## src/rtl/mcsr_pkg.sv

```systemverilog
package mcsr_pkg;
  // Channel and modem input counts
  localparam int NUM_CHAN = 8;
  localparam int NUM_MODEM = 4;
  // Register byte offsets
  localparam logic [7:0] OFF_ENABLE = 8'h00;     // request_enable_reg, modem-input enables
  localparam logic [7:0] OFF_OPTION_POS = 8'h04; // rising-edge detect options
  localparam logic [7:0] OFF_OPTION_NEG = 8'h08; // falling-edge detect options
  localparam logic [7:0] OFF_CHANGE = 8'h0c;     // modem change bits, write zero to clear
  localparam logic [7:0] OFF_PENDING = 8'h10;    // request_pending_status_reg
  localparam logic [7:0] OFF_ACK_RX = 8'h14;     // read acknowledges receive
  localparam logic [7:0] OFF_ACK_TX = 8'h18;     // read acknowledges transmit
  localparam logic [7:0] OFF_ACK_MDM = 8'h1c;    // read acknowledges modem
  localparam logic [7:0] OFF_SVC_DONE = 8'h20;   // write ends service context
  localparam logic [7:0] OFF_VECTOR = 8'h24;     // global_vector_reg
  localparam logic [7:0] OFF_IRQ_STAT = 8'h28;   // sticky event status, W1C
  localparam logic [7:0] OFF_IRQ_MASK = 8'h2c;   // event mask
  localparam logic [7:0] OFF_PIN_OUT = 8'h30;    // general-purpose modem outputs
  localparam logic [7:0] OFF_PIN_IN = 8'h34;     // synchronised modem inputs
  // Reset values
  localparam logic [31:0] RST_ZERO = 32'h0000_0000;
  localparam logic [4:0] RST_DEV_ID = 5'h00;     // arbitrary device id
  // Vector low bits per category
  localparam logic [2:0] VEC_RX = 3'h3;
  localparam logic [2:0] VEC_TX = 3'h2;
  localparam logic [2:0] VEC_MDM = 3'h1;
  // AXI responses
  localparam logic [1:0] RESP_OKAY = 2'h0;
  localparam logic [1:0] RESP_SLVERR = 2'h2;

  // Service category state
  typedef enum logic [1:0]
  {
    MCSR_IDLE = 2'h0,
    MCSR_POSTED = 2'h1,
    MCSR_SERVICE = 2'h2
  } mcsr_svc_t;

  // Request trio carried together
  typedef struct packed
  {
    logic rx;
    logic tx;
    logic mdm;
  } mcsr_req_t;
endpackage : mcsr_pkg

```

## src/rtl/mcsr_top.sv

```systemverilog
// What this block does
// - Modem input change raises modem request
// - Each input needs its enable bit
// - Detected change sets change-register bit
// - Modem pins double as general-purpose I/O
// - Posted rx/tx request waits for host acknowledge; modem request only while an enabled change bit stays set
// - Three request outputs, three vectors
// - Hardware acknowledge cycle acknowledges request
// - Acknowledge register read starts service
// - Ack cycle: ack and strobe, no select
// - Status: own three plus shared lines
`timescale 1ns/100ps
`default_nettype none
module mcsr_top
  import mcsr_pkg::*;
#(
  parameter int NCH = NUM_CHAN,
  parameter int NMD = NUM_MODEM
)
(
  input wire logic aclk,
  input wire logic aresetn,
  // AXI4-Lite slave
  input wire logic [7:0] s_axi_awaddr,
  input wire logic s_axi_awvalid,
  output logic s_axi_awready,
  input wire logic [31:0] s_axi_wdata,
  input wire logic [3:0] s_axi_wstrb,
  input wire logic s_axi_wvalid,
  output logic s_axi_wready,
  output logic [1:0] s_axi_bresp,
  output logic s_axi_bvalid,
  input wire logic s_axi_bready,
  input wire logic [7:0] s_axi_araddr,
  input wire logic s_axi_arvalid,
  output logic s_axi_arready,
  output logic [31:0] s_axi_rdata,
  output logic [1:0] s_axi_rresp,
  output logic s_axi_rvalid,
  input wire logic s_axi_rready,
  // Modem pins and request sources
  input wire logic [NCH*NMD-1:0] modem_in,
  output logic [NCH*NMD-1:0] modem_out,
  input wire logic rx_req_src,
  input wire logic tx_req_src,
  input wire logic [2:0] shared_req_n,
  // Hardware acknowledge pins
  input wire logic ack_chain_in_n,
  input wire logic data_strobe_n,
  input wire logic chip_select_n,
  output logic ack_chain_out_n,
  output logic [7:0] ack_vector,
  output logic ack_vector_valid,
  // Request outputs
  output logic req_rx_n,
  output logic req_tx_n,
  output logic req_mdm_n,
  output logic irq
);
  localparam int NB = NCH * NMD;
  // Registers are one word each, so the pin count must fit 32 bits
  if (NB > 32 || NB < 1)
  begin : g_bad_width
    $error("modem input count must fit one register word");
  end

  // Synchronised inputs
  logic [NB-1:0] pin_sync;
  logic [NB-1:0] pin_prev;     // Previous sample for edge compare
  logic [2:0] ackpins_sync;    // ack, strobe, select
  logic [2:0] shared_sync;
  logic [1:0] src_sync;

  mcsr_sync2 #(.WIDTH(NB)) u_sync_pins
  (
    .aclk(aclk),
    .aresetn(aresetn),
    .async_in(modem_in),
    .sync_out(pin_sync)
  );

  mcsr_sync2 #(.WIDTH(8)) u_sync_ctl
  (
    .aclk(aclk),
    .aresetn(aresetn),
    .async_in({ack_chain_in_n, data_strobe_n, chip_select_n, shared_req_n, rx_req_src, tx_req_src}),
    .sync_out({ackpins_sync, shared_sync, src_sync})
  );

  // Software registers
  logic [NB-1:0] enable;
  logic [NB-1:0] opt_pos;
  logic [NB-1:0] opt_neg;
  logic [NB-1:0] change;
  logic [4:0] dev_id;
  logic [2:0] irq_stat;   // modem acknowledged, tx posted, modem change events
  logic [2:0] irq_mask;
  // Per-category service state
  mcsr_svc_t st_rx, st_tx, st_mdm;
  mcsr_req_t raw, post;
  logic hw_ack_prev;

  // AXI handshake state
  logic aw_held, w_held;
  logic [7:0] aw_addr;
  logic [31:0] w_data;
  logic [3:0] w_strb;
  logic wr_go, rd_go;
  logic [7:0] rd_addr;

  assign wr_go = aw_held && w_held && !s_axi_bvalid;
  assign rd_go = s_axi_arvalid && s_axi_arready;
  assign rd_addr = s_axi_araddr;

  // Change detection on synchronised samples
  logic [NB-1:0] rise, fall, hit;
  assign rise = pin_sync & ~pin_prev & opt_pos;
  assign fall = ~pin_sync & pin_prev & opt_neg;
  assign hit = rise | fall;

  // Acknowledge cycle: ack and strobe low, select high
  logic hw_ack;
  assign hw_ack = !ackpins_sync[2] && !ackpins_sync[1] && ackpins_sync[0];
  logic hw_ack_rise;
  assign hw_ack_rise = hw_ack && !hw_ack_prev;

  // Raw request conditions
  assign raw.rx = src_sync[1];
  assign raw.tx = src_sync[0];
  assign raw.mdm = |(change & enable);

  // Posted means waiting for an acknowledge
  assign post.rx = (st_rx == MCSR_POSTED);
  assign post.tx = (st_tx == MCSR_POSTED);
  assign post.mdm = (st_mdm == MCSR_POSTED);

  // Register read/write decode pulses
  logic rd_ack_rx, rd_ack_tx, rd_ack_mdm, svc_done;
  assign rd_ack_rx = rd_go && rd_addr == OFF_ACK_RX;
  assign rd_ack_tx = rd_go && rd_addr == OFF_ACK_TX;
  assign rd_ack_mdm = rd_go && rd_addr == OFF_ACK_MDM;
  assign svc_done = wr_go && aw_addr == OFF_SVC_DONE;

  // Hardware ack picks highest posted category: rx, tx, modem
  logic hw_rx, hw_tx, hw_mdm;
  assign hw_rx = hw_ack_rise && post.rx;
  assign hw_tx = hw_ack_rise && !post.rx && post.tx;
  assign hw_mdm = hw_ack_rise && !post.rx && !post.tx && post.mdm;

  // Next service state for one category
  function automatic mcsr_svc_t next_svc(mcsr_svc_t s, logic req, logic ack, logic done);
    mcsr_svc_t n;
    n = s;
    case (s)
      MCSR_IDLE: if (req) n = MCSR_POSTED;
      MCSR_POSTED: if (ack) n = MCSR_SERVICE;
      MCSR_SERVICE: if (done) n = MCSR_IDLE;
      default: n = MCSR_IDLE;
    endcase
    return n;
  endfunction : next_svc

  // Category state machines; a service context ends by the done write
  always_ff @(posedge aclk)
  begin
    if (!aresetn)
    begin
      st_rx <= MCSR_IDLE;
      st_tx <= MCSR_IDLE;
      st_mdm <= MCSR_IDLE;
      hw_ack_prev <= 1'b0;
    end
    else
    begin
      st_rx <= next_svc(st_rx, raw.rx, rd_ack_rx || hw_rx, svc_done && w_data[0]);
      st_tx <= next_svc(st_tx, raw.tx, rd_ack_tx || hw_tx, svc_done && w_data[1]);
      st_mdm <= next_svc(st_mdm, raw.mdm, rd_ack_mdm || hw_mdm, svc_done && w_data[2]);
      hw_ack_prev <= hw_ack;
    end
  end

  // Request outputs, one per category, active low
  always_ff @(posedge aclk)
  begin
    if (!aresetn)
    begin
      req_rx_n <= 1'b1;
      req_tx_n <= 1'b1;
      req_mdm_n <= 1'b1;
      irq <= 1'b0;
    end
    else
    begin
      req_rx_n <= !post.rx;
      req_tx_n <= !post.tx;
      req_mdm_n <= !(post.mdm && raw.mdm);
      irq <= |(irq_stat & irq_mask);
    end
  end

  // Acknowledge answer: vector while the ack cycle lasts; chain passes on if none posted
  always_ff @(posedge aclk)
  begin
    if (!aresetn)
    begin
      ack_vector <= 8'h00;
      ack_vector_valid <= 1'b0;
      ack_chain_out_n <= 1'b1;
    end
    else if (!hw_ack)
    begin
      ack_vector_valid <= 1'b0;
      ack_chain_out_n <= 1'b1;
    end
    else if (hw_rx)
    begin
      ack_vector <= {dev_id, VEC_RX};
      ack_vector_valid <= 1'b1;
    end
    else if (hw_tx)
    begin
      ack_vector <= {dev_id, VEC_TX};
      ack_vector_valid <= 1'b1;
    end
    else if (hw_mdm)
    begin
      ack_vector <= {dev_id, VEC_MDM};
      ack_vector_valid <= 1'b1;
    end
    else if (hw_ack_rise)
    begin
      // Nothing posted here: hand the cycle down the chain
      ack_chain_out_n <= 1'b0;
    end
  end

  // Sample history and change bits; hardware set wins over host clear
  always_ff @(posedge aclk)
  begin
    if (!aresetn)
    begin
      pin_prev <= '0;
      change <= '0;
    end
    else
    begin
      pin_prev <= pin_sync;
      if (wr_go && aw_addr == OFF_CHANGE)
        change <= (change & w_data[NB-1:0]) | hit;
      else
        change <= change | hit;
    end
  end

  // Sticky event bits for the local interrupt line, W1C
  always_ff @(posedge aclk)
  begin
    if (!aresetn)
      irq_stat <= '0;
    else if (wr_go && aw_addr == OFF_IRQ_STAT)
      irq_stat <= (irq_stat & ~w_data[2:0]) | {hw_mdm || rd_ack_mdm, post.tx && !req_tx_n, |hit};
    else
      irq_stat <= irq_stat | {hw_mdm || rd_ack_mdm, post.tx && !req_tx_n, |hit};
  end

  // Configuration registers; modem outputs are software-driven only
  always_ff @(posedge aclk)
  begin
    if (!aresetn)
    begin
      enable <= '0;
      opt_pos <= '0;
      opt_neg <= '0;
      dev_id <= RST_DEV_ID;
      irq_mask <= '0;
      modem_out <= '0;
    end
    else if (wr_go)
    begin
      case (aw_addr)
        OFF_ENABLE: enable <= w_data[NB-1:0];
        OFF_OPTION_POS: opt_pos <= w_data[NB-1:0];
        OFF_OPTION_NEG: opt_neg <= w_data[NB-1:0];
        OFF_VECTOR: dev_id <= w_data[7:3];
        OFF_IRQ_MASK: irq_mask <= w_data[2:0];
        OFF_PIN_OUT: modem_out <= w_data[NB-1:0];
        default: ;
      endcase
    end
  end

  // Write channel: take address and data in either order
  always_ff @(posedge aclk)
  begin
    if (!aresetn)
    begin
      aw_held <= 1'b0;
      w_held <= 1'b0;
      aw_addr <= '0;
      w_data <= '0;
      w_strb <= '0;
      s_axi_bvalid <= 1'b0;
      s_axi_bresp <= RESP_OKAY;
      s_axi_awready <= 1'b1;
      s_axi_wready <= 1'b1;
    end
    else
    begin
      if (s_axi_awvalid && s_axi_awready)
      begin
        aw_held <= 1'b1;
        aw_addr <= s_axi_awaddr;
        s_axi_awready <= 1'b0; // Ready flops mirror the held flags
      end
      if (s_axi_wvalid && s_axi_wready)
      begin
        w_held <= 1'b1;
        w_data <= s_axi_wdata;
        w_strb <= s_axi_wstrb;
        s_axi_wready <= 1'b0;
      end
      if (wr_go)
      begin
        aw_held <= 1'b0;
        w_held <= 1'b0;
        // Ready again as the response rises; no handshake can meet this edge
        s_axi_awready <= 1'b1;
        s_axi_wready <= 1'b1;
        s_axi_bvalid <= 1'b1;
        s_axi_bresp <= (aw_addr > OFF_PIN_IN || aw_addr[1:0] != 2'h0) ? RESP_SLVERR : RESP_OKAY;
      end
      else if (s_axi_bvalid && s_axi_bready)
        s_axi_bvalid <= 1'b0;
    end
  end


  // Read channel: one read in flight; ack-register reads return the vector
  logic [31:0] rmux;
  always_comb
  begin
    rmux = RST_ZERO;
    case (rd_addr)
      OFF_ENABLE: rmux[NB-1:0] = enable;
      OFF_OPTION_POS: rmux[NB-1:0] = opt_pos;
      OFF_OPTION_NEG: rmux[NB-1:0] = opt_neg;
      OFF_CHANGE: rmux[NB-1:0] = change;
      OFF_PENDING: rmux[5:0] = {~shared_sync, post.mdm, post.tx, post.rx};
      OFF_ACK_RX: rmux[7:0] = post.rx ? {dev_id, VEC_RX} : 8'h00;
      OFF_ACK_TX: rmux[7:0] = post.tx ? {dev_id, VEC_TX} : 8'h00;
      OFF_ACK_MDM: rmux[7:0] = post.mdm ? {dev_id, VEC_MDM} : 8'h00;
      OFF_VECTOR: rmux[7:0] = {dev_id, 3'h0};
      OFF_IRQ_STAT: rmux[2:0] = irq_stat;
      OFF_IRQ_MASK: rmux[2:0] = irq_mask;
      OFF_PIN_OUT: rmux[NB-1:0] = modem_out;
      OFF_PIN_IN: rmux[NB-1:0] = pin_sync;
      default: rmux = RST_ZERO;
    endcase
  end

  always_ff @(posedge aclk)
  begin
    if (!aresetn)
    begin
      s_axi_arready <= 1'b0;
      s_axi_rvalid <= 1'b0;
      s_axi_rdata <= RST_ZERO;
      s_axi_rresp <= RESP_OKAY;
    end
    else
    begin
      s_axi_arready <= !s_axi_rvalid && !s_axi_arready && s_axi_arvalid;
      if (rd_go)
      begin
        s_axi_rvalid <= 1'b1;
        s_axi_rdata <= rmux;
        s_axi_rresp <= (rd_addr > OFF_PIN_IN || rd_addr[1:0] != 2'h0) ? RESP_SLVERR : RESP_OKAY;
      end
      else if (s_axi_rvalid && s_axi_rready)
        s_axi_rvalid <= 1'b0;
    end
  end
endmodule : mcsr_top
`default_nettype wire

```

## src/rtl/mcsr_sync2.sv

```systemverilog
`timescale 1ns/100ps
`default_nettype none
// Two-flop synchroniser for asynchronous pin inputs
module mcsr_sync2 #(
  parameter int WIDTH = 1
)
(
  input wire logic aclk,
  input wire logic aresetn,
  input wire logic [WIDTH-1:0] async_in,
  output logic [WIDTH-1:0] sync_out
);
  logic [WIDTH-1:0] meta; // First stage, read only by the second

  // Two stages; metastability settles in the first
  always_ff @(posedge aclk)
  begin
    if (!aresetn)
    begin
      meta <= '0;
      sync_out <= '0;
    end
    else
    begin
      meta <= async_in;
      sync_out <= meta;
    end
  end
endmodule : mcsr_sync2
`default_nettype wire

```

## config.mk

```make
export PLATFORM = sky130hd
export DESIGN_NAME = mcsr_top
export DESIGN_NICKNAME = d
export VERILOG_FILES = /design/src/rtl/mcsr_pkg.sv /design/src/rtl/mcsr_top.sv /design/src/rtl/mcsr_sync2.sv
export SDC_FILE = /design/constraint.sdc
export NUM_CORES = 1
export LEC_CHECK = 0
export BUFFER_PORTS_ARGS = -buffer_cell sky130_fd_sc_hd__buf_2
export CAP_MARGIN = 30
export CORE_ASPECT_RATIO = 0.9
export CORE_MARGIN = 1
export CORE_UTILIZATION = 39
export DETAILED_ROUTE_END_ITERATION = 8
export GPL_ROUTABILITY_DRIVEN = 0
export PLACE_DENSITY = 0.54
export SKIP_CTS_REPAIR_TIMING = 1
export SLEW_MARGIN = 40
export SYNTH_ARGS = -nofsm -noshare
export SYNTH_HDL_FRONTEND = slang
export SYNTH_SLANG_ARGS = --single-unit
```

## constraint.sdc

```tcl
create_clock -name aclk -period 4.25 [get_ports aclk]
set_clock_uncertainty 0.2 [all_clocks]
set_input_delay 0.85 -clock aclk [delete_from_list [all_inputs] [get_ports aclk]]
set_output_delay 0.85 -clock aclk [all_outputs]
set_load 0.1 [all_outputs]
```

# Word level (Yosys, flattened, before mapping)
# Cells that the tools add are included.
dict set report word_totals {
  out_inout_bits 87
  word_cells 196
  regBits 387
  inputBits 99
}
dict set report op_classes {
  n_lt_le_gt_ge 2
  muxes 33
  bitwise 21
  eq_ne 35
  reduce_logical 69
}
# op count
set ops {}
lappend ops {{$and 32x32->32} 6}
lappend ops {{$pmux 24 s6} 1}
lappend ops {{$or 32x32->32} 3}
lappend ops {{$eq 8x6->1 const B} 10}
lappend ops {{$not 32->32} 2}
lappend ops {{$reduce_or 32->1} 2}
lappend ops {{$mux 8} 6}
lappend ops {{$pmux 3 s12} 1}
lappend ops {{$pmux 3 s11} 1}
lappend ops {{$eq 8x4->1 const B} 4}
lappend ops {{$eq 8x5->1 const B} 4}
lappend ops {{$mux 32} 1}
lappend ops {{$logic_and 1x1->1} 28}
lappend ops {{$mux 2} 11}
lappend ops {{$pmux 2 s10} 1}
lappend ops {{$pmux 2 s3} 3}
lappend ops {{$eq 8x3->1 const B} 2}
lappend ops {{$gt 8x6->1 const B} 2}
lappend ops {{$logic_not 8->1} 2}
lappend ops {{$reduce_and 2->1} 8}
lappend ops {{$logic_not 1->1} 10}
lappend ops {{$ne 2x1->1 const B} 5}
lappend ops {{$reduce_and 3->1} 3}
lappend ops {{$ne 2x2->1 const B} 4}
lappend ops {{other kinds (15)} 40}

# Longest topological paths before layout
# Gate-level depths: netlist of run 1.
dict set report depth {
  depth_word 10
  depth_mapped 8
  ltp_nobuf 5
}

# Modules after synthesis
# Synthesis of run 1 repeated with hierarchy kept, for this count alone.
dict set report unflattened {
  hier_cells 1688
  area_unflattened_um2 14908.0
}
# mod instances cells_each area_per_inst_um2 seq_area_each_um2
set by_module_without_submodules {}
lappend by_module_without_submodules {mcsr_top 1 1521 12669.7 6085.8}
lappend by_module_without_submodules {{mcsr_sync2 (u_sync_pins)} 1 134 1791.7 1281.2}
lappend by_module_without_submodules {{mcsr_sync2 (u_sync_ctl)} 1 33 446.7 320.3}

# Least setup slack after synthesis of run 1
# OpenSTA, ideal clock, no wires.
dict set report synth_path {
  path_kind {in2reg}
  startpoint {input s_axi_araddr[2]}
  endpoint {register s_axi_rdata[5]}
  n_path_buf 2
  slack_ns 1.821
  arrival_ns 2.098
  stages 6
  path_cell_list {buf_2 buf_2 mux2_2 a222oi_1 o2111a_1 a22oi_1}
}
dict set report synth_between {
  elab_chain_len 2
  word_cells_on_any_way 12
  classes_between {eq/ne: 10; mux: 1; reduce/logical: 1}
}
# item line_no
set synth_lines {}
lappend synth_lines {{from (decl)} mcsr_top.sv:34} ;# input wire logic [7:0] s_axi_araddr,
lappend synth_lines {{$eq 8x6->1, or another cell as far along} mcsr_top.sv:343} ;# case (rd_addr)
lappend synth_lines {{$pmux 3 s11 *} mcsr_top.sv:343}
lappend synth_lines {{to (signal assigned)} mcsr_top.sv:376} ;# s_axi_rdata <= rmux;
lappend synth_lines {{to (decl)} mcsr_top.sv:37} ;# output logic [31:0] s_axi_rdata,
# Every way passes the cells marked *; elsewhere a longest branch is shown, timed or not.
# A chain may end at the register's enable or synchronous reset.

# Final worst setup path of run 1
dict set report layout_path {
  startpoint {register s_axi_awready}
  endpoint {output s_axi_awready}
}
# item line_no
set layout_rtl {}
lappend layout_rtl {{from (decl)} mcsr_top.sv:26} ;# output logic s_axi_awready,
lappend layout_rtl {{from (signal assigned)} mcsr_top.sv:304} ;# s_axi_awready <= 1'b1;
lappend layout_rtl {{from (signal assigned)} mcsr_top.sv:313} ;# s_axi_awready <= 1'b0;
lappend layout_rtl {{from (signal assigned)} mcsr_top.sv:327} ;# s_axi_awready <= 1'b1;
# No word-level cell between the ends.

==> results of run 1 <==
-- cells by family after synthesis --
group           synth area share (%)
compound gates                  22.1
xor+xnor                      0.0569
buf+inv                         3.45
flops                           49.9
mux                             3.41
other cells                   0.0243
simple gates                    21.1
-- registers in the layout, summed over array words and instances (netlist names), 2 cells and up --
register and flops:
change 32, enable 32, modem_out 32, opt_neg 32, opt_pos 32, pin_prev 32
s_axi_rdata 32, u_sync_pins.meta 32, u_sync_pins.sync_out 32, w_data 32, aw_addr 8, u_sync_ctl.meta 8
u_sync_ctl.sync_out 8, ack_vector 7, dev_id 5, irq_mask 3, irq_stat 3, st_mdm 2
st_rx 2, st_tx 2
-- layer usage --
metal  track usage [%]  part of all wire, %  wire length, um  vias up
met5                 0                    0                0        -
met4              6.58                  1.9              925        0
met3              3.75                  5.5             2690       65
met2              37.4                   44            21500      366
met1              35.1                   48            23600     6261
li1                  -                    -                -     6132
-- power by group --
| part | switching [mW] | internal (mW) | leakage [nW] |
|---|---|---|---|
| sequential | 0.0903 | 3.69 | 3.12 |
| clock | 1.50 | 2.28 | 0.717 |
| combinational | 0.324 | 0.149 | 3.21 |
-- cell usage after synthesis (all sizes together), types with 2 or more instances --
| library cell | instances |
|---|---|
| nor4bb | 3 |
| o21ai | 81 |
| nor2 | 23 |
| nor4 | 13 |
| nand2b | 7 |
| a22oi | 31 |
| and3 | 3 |
| a21boi | 143 |
| mux2 | 4 |
| a222oi | 17 |
| or4b | 2 |
| a31oi | 4 |
| a32oi | 2 |
| a21oi | 50 |
| inv | 4 |
| nor2b | 52 |
| dfxtp | 384 |
| nor4b | 6 |
| nand4 | 11 |
| o21a | 68 |
| mux2i | 48 |
| a221oi | 14 |
| nand3b | 37 |
| o31a | 2 |
| a211oi | 5 |
| o22ai | 3 |
| nor3b | 3 |
| clkbuf | 79 |
| nand3 | 15 |
| nand2 | 332 |
| o221a | 2 |
| nor3 | 4 |
| a22o | 49 |
| and2 | 123 |
| buf | 39 |
| o211ai | 3 |
-- area by class of cell --
cell class	instances	area share [%]
multi-input cells	1173	40.0
inverters	4	0.0824
flip-flops and latches	384	42.2
clock buffers	62	6.84
clock inverters	16	1.11
repair buffers	205	6.21
well taps	525	3.60
-- final timing paths --
| check | start | end | slack, ns | depth (start not counted) |
|---|---|---|---|---|
| setup / recovery | s_axi_awready | s_axi_awready | 1.62 | 1 |
| setup reg to reg | aw_addr[3] | opt_neg[5] | 1.84 | 4 |
| hold / removal | u_sync_ctl.meta[3] | u_sync_ctl.sync_out[3] | 0.23 | 1 |
| hold reg to reg | u_sync_ctl.meta[3] | u_sync_ctl.sync_out[3] | 0.23 | 1 |
-- through the flow --
step	instances	hold slack (ns)	instance area, um2	utilization [%]
5_1_grt	2369	0.241	18200	47.2
3_5_place_dp	2290	0.219	16800	43.4
2_1_floorplan	1679	0.212	15400	-
4_1_cts	2368	0.232	18200	47.1
6_report	2369	0.230	18200	47.2
3_3_place_gp	2290	0.215	16700	43.3
==> flow_metrics.py, run 1 <==
metrics = {
    "outcome": {
        "outcome": "completed",
    },
    "finish": {
        "nets": 1909,
        "nFillCells": 3784,
        "antenna_cells": 0,
        "layout_common_cells": "384 x dfxtp_1, 329 x nand2_1, 177 x buf_2",
        "areaGrowthSynthToFinish_pct": 18.3,
        "multiInputGateArea_um2": 7290,
        "final_common_cell": "dfxtp_1",
        "drive_gt1_share_pct": 16.3,
        "ff_latch_area_um2": 7690,
    },
    "global_route": {
        "grt.total_usage_pct": 24.3,
        "grt_overflow": 0,
        "grt_pass1_wl_mm": 74.3,
        "grt_pass1_vias": 12100,
        "antenna_found_initial": 0,
        "grt_max_degree": 154,
    },
    "yosys": {
        "avgSynthCellArea_um2": 9.19,
        "yosys.area.top_type": "dfxtp_1",
        "syn-instance-count": 1677,
        "async_reset_ff_share_pct": 0,
        "yosysTopAreaCellShare_pct": 49.9,
        "yosysSeqAreaShare_pct": 49.9,
        "synth_cell_types": 58,
        "ys.flop_type": "dfxtp_1",
        "synth_edf_count": 0,
        "synth_warnings": 0,
        "synthesis.area_um2": 15400,
        "yosys-top-cells-area": "dfxtp_1 50%, nand2_1 8.1%, a21boi_0 6.2%",
        "synth_seq_cells": 384,
    },
    "sta": {
        "tightest_slew_ns": 0.757,
        "fin_crit_sh_pct": 61.8,
        "setup_viol": 0,
        "hold_viol": 0,
        "rsz0062_at_grt": "no",
        "fmax_mhz": 381,
        "fin_crit_ns": 2.63,
        "slew_headroom_pct": 49.4,
        "slew_violations": 0,
        "setup_tns_ns": 0,
        "worst_slack_ns": 1.62,
    },
    "worst_setup_path": {
        "crit_required_ns": 3.20,
        "worstPathArrival_ns": 1.58,
        "crit_path_end_kind": "output port",
        "path_max_fanout": 12,
        "max_stage_delay_ns": 0.53,
        "crit_type": "flop to output port",
        "start_kind": "flop",
        "crit_buf_inv": 1,
        "cp_cell_sequence": "buf_2",
        "crit_family": "flip-flops",
        "cp_slowest_cell": "dfxtp_1",
    },
    "cts": {
        "cts_buffers": 42,
        "cts_tree": "yes",
        "clock_latency_ns": 0.55,
        "cts_max_level": 2,
        "root_buffer": "clkbuf_16",
        "clk_path_buf_depth": 3,
        "clk_pin_slew_ns": 0.06,
        "cts.sinks": 384,
    },
    "die": {
        "die_h_um": 191,
        "die-area_um2": 40300,
        "die_w_um": 212,
        "design.core.area_um2": 38600,
        "ios": 186,
        "start_util_pct": 39.9,
        "placementRows": 68,
    },
    "run": {
        "max-cap-violations": 0,
    },
    "placement": {
        "port_buffers": 178,
        "dp_hpwl_mm": 31.4,
        "pre_cts_slack_ns": 1.13,
    },
    "route": {
        "vias_per_cell": 5.41,
        "postRouteAntennaNets": 0,
        "drtIter0Drc": 1127,
        "drt_wl_total_mm": 48.7,
        "vias": 12800,
        "wire_per_inst_um": 20.5,
        "first_pass_iters": 6,
        "drcViolationCount": 0,
    },
    "power": {
        "p_total_mw": 8.03,
        "leakage_nw": 7.05,
        "p_per_area_nw_per_um2": 441,
        "ir_worst_vdd_mv": 0.259,
    },
    "worst_hold_path": {
        "min_path_type": "flop to flop",
    },
}
Power figures use the tool's default switching activity.
==> run 2: changes to the inputs <==
==> constraint.sdc (replaced) <==
create_clock -name aclk -period 2.7 [get_ports aclk]
set_clock_uncertainty 0.2 [all_clocks]
set_input_delay 0.54 -clock aclk [delete_from_list [all_inputs] [get_ports aclk]]
set_output_delay 0.54 -clock aclk [all_outputs]
set_load 0.1 [all_outputs]
==> flow_metrics.py, run 2 (synthesized netlist as in run 1, its figures left out) <==
metrics = {
    "finish": {
        "antenna_cells": 0,
        "layout_common_cells": "384 x dfxtp_1, 332 x nand2_1, 177 x buf_2",
        "final_common_cell": "dfxtp_1",
        "areaGrowthSynthToFinish_pct": 21.1,
        "drive_gt1_share_pct": 16.5,
        "nets": 1961,
    },
    "route": {
        "vias": 12900,
        "drt_wl_total_mm": 49.0,
        "first_pass_iters": 5,
        "vias_per_cell": 5.31,
        "wire_per_inst_um": 20.3,
        "drtIter0Drc": 1120,
        "postRouteAntennaNets": 0,
        "drcViolationCount": 0,
    },
    "placement": {
        "port_buffers": 178,
        "dp_hpwl_mm": 31.5,
    },
    "worst_setup_path": {
        "r2r-start": "u_sync_pins.sync_out[22]",
        "crit_type": "flop to output port",
        "max_stage_delay_ns": 0.55,
        "r2r_slack_ns": 0.51,
        "crit_family": "flip-flops",
        "cp_slowest_cell": "dfxtp_1",
        "path_max_fanout": 12,
        "r2r_end": "irq_stat[0]",
        "reg2regPathDepth": 6,
        "cp_cell_sequence": "buf_2",
        "worstPathArrival_ns": 1.62,
        "crit_path_end_kind": "output port",
        "crit_buf_inv": 1,
        "crit_required_ns": 1.96,
        "start_kind": "flop",
    },
    "cts": {
        "clk_pin_slew_ns": 0.06,
        "cts_buffers": 41,
        "clk_path_buf_depth": 3,
        "root_buffer": "clkbuf_16",
        "clock_latency_ns": 0.58,
        "cts_tree": "yes",
        "cts.sinks": 384,
        "cts_max_level": 2,
    },
    "sta": {
        "setup_viol": 0,
        "fmax_mhz": 424,
        "slew_headroom_pct": 56.2,
        "slew_violations": 0,
        "fin_crit_ns": 2.36,
        "hold_ws_ns": -0.000361,
        "hold_viol": 1,
        "rsz0062_at_grt": "no",
        "setup_tns_ns": 0,
        "tightest_slew_ns": 0.650,
        "fin_crit_sh_pct": 87.3,
    },
    "power": {
        "p_switching_mw": 3.03,
        "swShare_pct": 24.6,
        "ir_worst_vdd_mv": 0.387,
        "leakage_nw": 7.24,
        "power_frac_clock_pct": 45.3,
        "p_int_mw": 9.30,
        "comb_power_share_pct": 6.5,
        "p_per_area_nw_per_um2": 661,
        "pwr-share-seq_pct": 48.2,
        "p_total_mw": 12.3,
    },
    "run": {
        "max-cap-violations": 0,
    },
    "die": {
        "placementRows": 68,
        "ios": 186,
        "die_h_um": 191,
        "die-area_um2": 40300,
        "die_w_um": 212,
        "design.core.area_um2": 38600,
        "start_util_pct": 39.9,
    },
    "worst_hold_path": {
        "hp-start": "modem_in[29]",
        "min_path_type": "input port to flop",
        "holdPathStages": 2,
        "min_to": "u_sync_pins.meta[29]",
    },
    "global_route": {
        "grt_max_degree": 101,
        "grt_pass1_vias": 12300,
        "grt_overflow": 0,
        "antenna_found_initial": 0,
        "grt_pass1_wl_mm": 73.9,
        "grt.total_usage_pct": 24.2,
    },
    "outcome": {
        "outcome": "finished with violations",
        "violations": "negative hold slack",
    },
}
-- run 2: cell types whose count changed in the layout (fill, tap and decap cells not counted), moves of 2 or more --
cell / before / now
nand2_4: 3 / 0
bufinv_16: 4 / 1
nand2_1: 329 / 332
clkbuf_1: 8 / 6
clkinv_2: 8 / 13
dlygate4sd3_1: 0 / 34
buf_12: 2 / 10
buf_4: 24 / 36
-- run 2: final cells by class --
| type | instances | area, um2 |
|---|---|---|
| fillers | 3821 | 20000 |
| flip-flops and latches | 384 | 7690 |
| multi-input cells | 1173 | 7240 |
| repair buffers | 258 | 1710 |
| clock buffers | 58 | 1200 |
| well taps | 525 | 657 |
| clock inverters | 18 | 144 |
| inverters | 4 | 15.0 |
-- run 2: worst max path at each step --
stage / startpoint / slack [ns] / to / cells after the start
2_1_floorplan: s_axi_bvalid / 0.33 / modem_out[2] / 6
5_1_grt: s_axi_awready / 0.28 / s_axi_awready / 1
6_report: s_axi_awready / 0.34 / s_axi_awready / 1
3_5_place_dp: s_axi_araddr[2] / 0.10 / s_axi_rdata[7] / 6
4_1_cts: s_axi_awready / 0.32 / s_axi_awready / 1
3_3_place_gp: s_axi_araddr[2] / 0.18 / s_axi_rdata[7] / 6
-- run 2: metal layers --
layer | global-route usage, % | up-vias | wire length (um)
met3 | 3.89 | 72 | 2840
met2 | 37.8 | 375 | 21800
met1 | 34.0 | 6184 | 23400
li1 | - | 6223 | -
met5 | 0 | - | 0
met4 | 7.50 | 0 | 1000
-- run 2: stage by stage --
step,utilization [%],cells,worst slack (ns),instance area (um2)
floorplan,-,1679,0.333,15400
global placement,43.9,2310,0.179,17000
detailed placement,43.9,2310,0.103,17000
CTS,47.4,2386,0.320,18300
global route,48.3,2420,0.279,18700
finish,48.3,2420,0.344,18700
-- run 2: power by group through the flow --
stage                     registers [mW]  logic (mW)  clock network (mW)
after detailed placement            6.07       0.760                   0
final                               5.94       0.797                5.59
after CTS                           5.94       0.763                5.72
after floorplan                     6.17       0.360                   0
after global placement              6.06       0.754                   0
after global routing                5.96       0.856                5.93
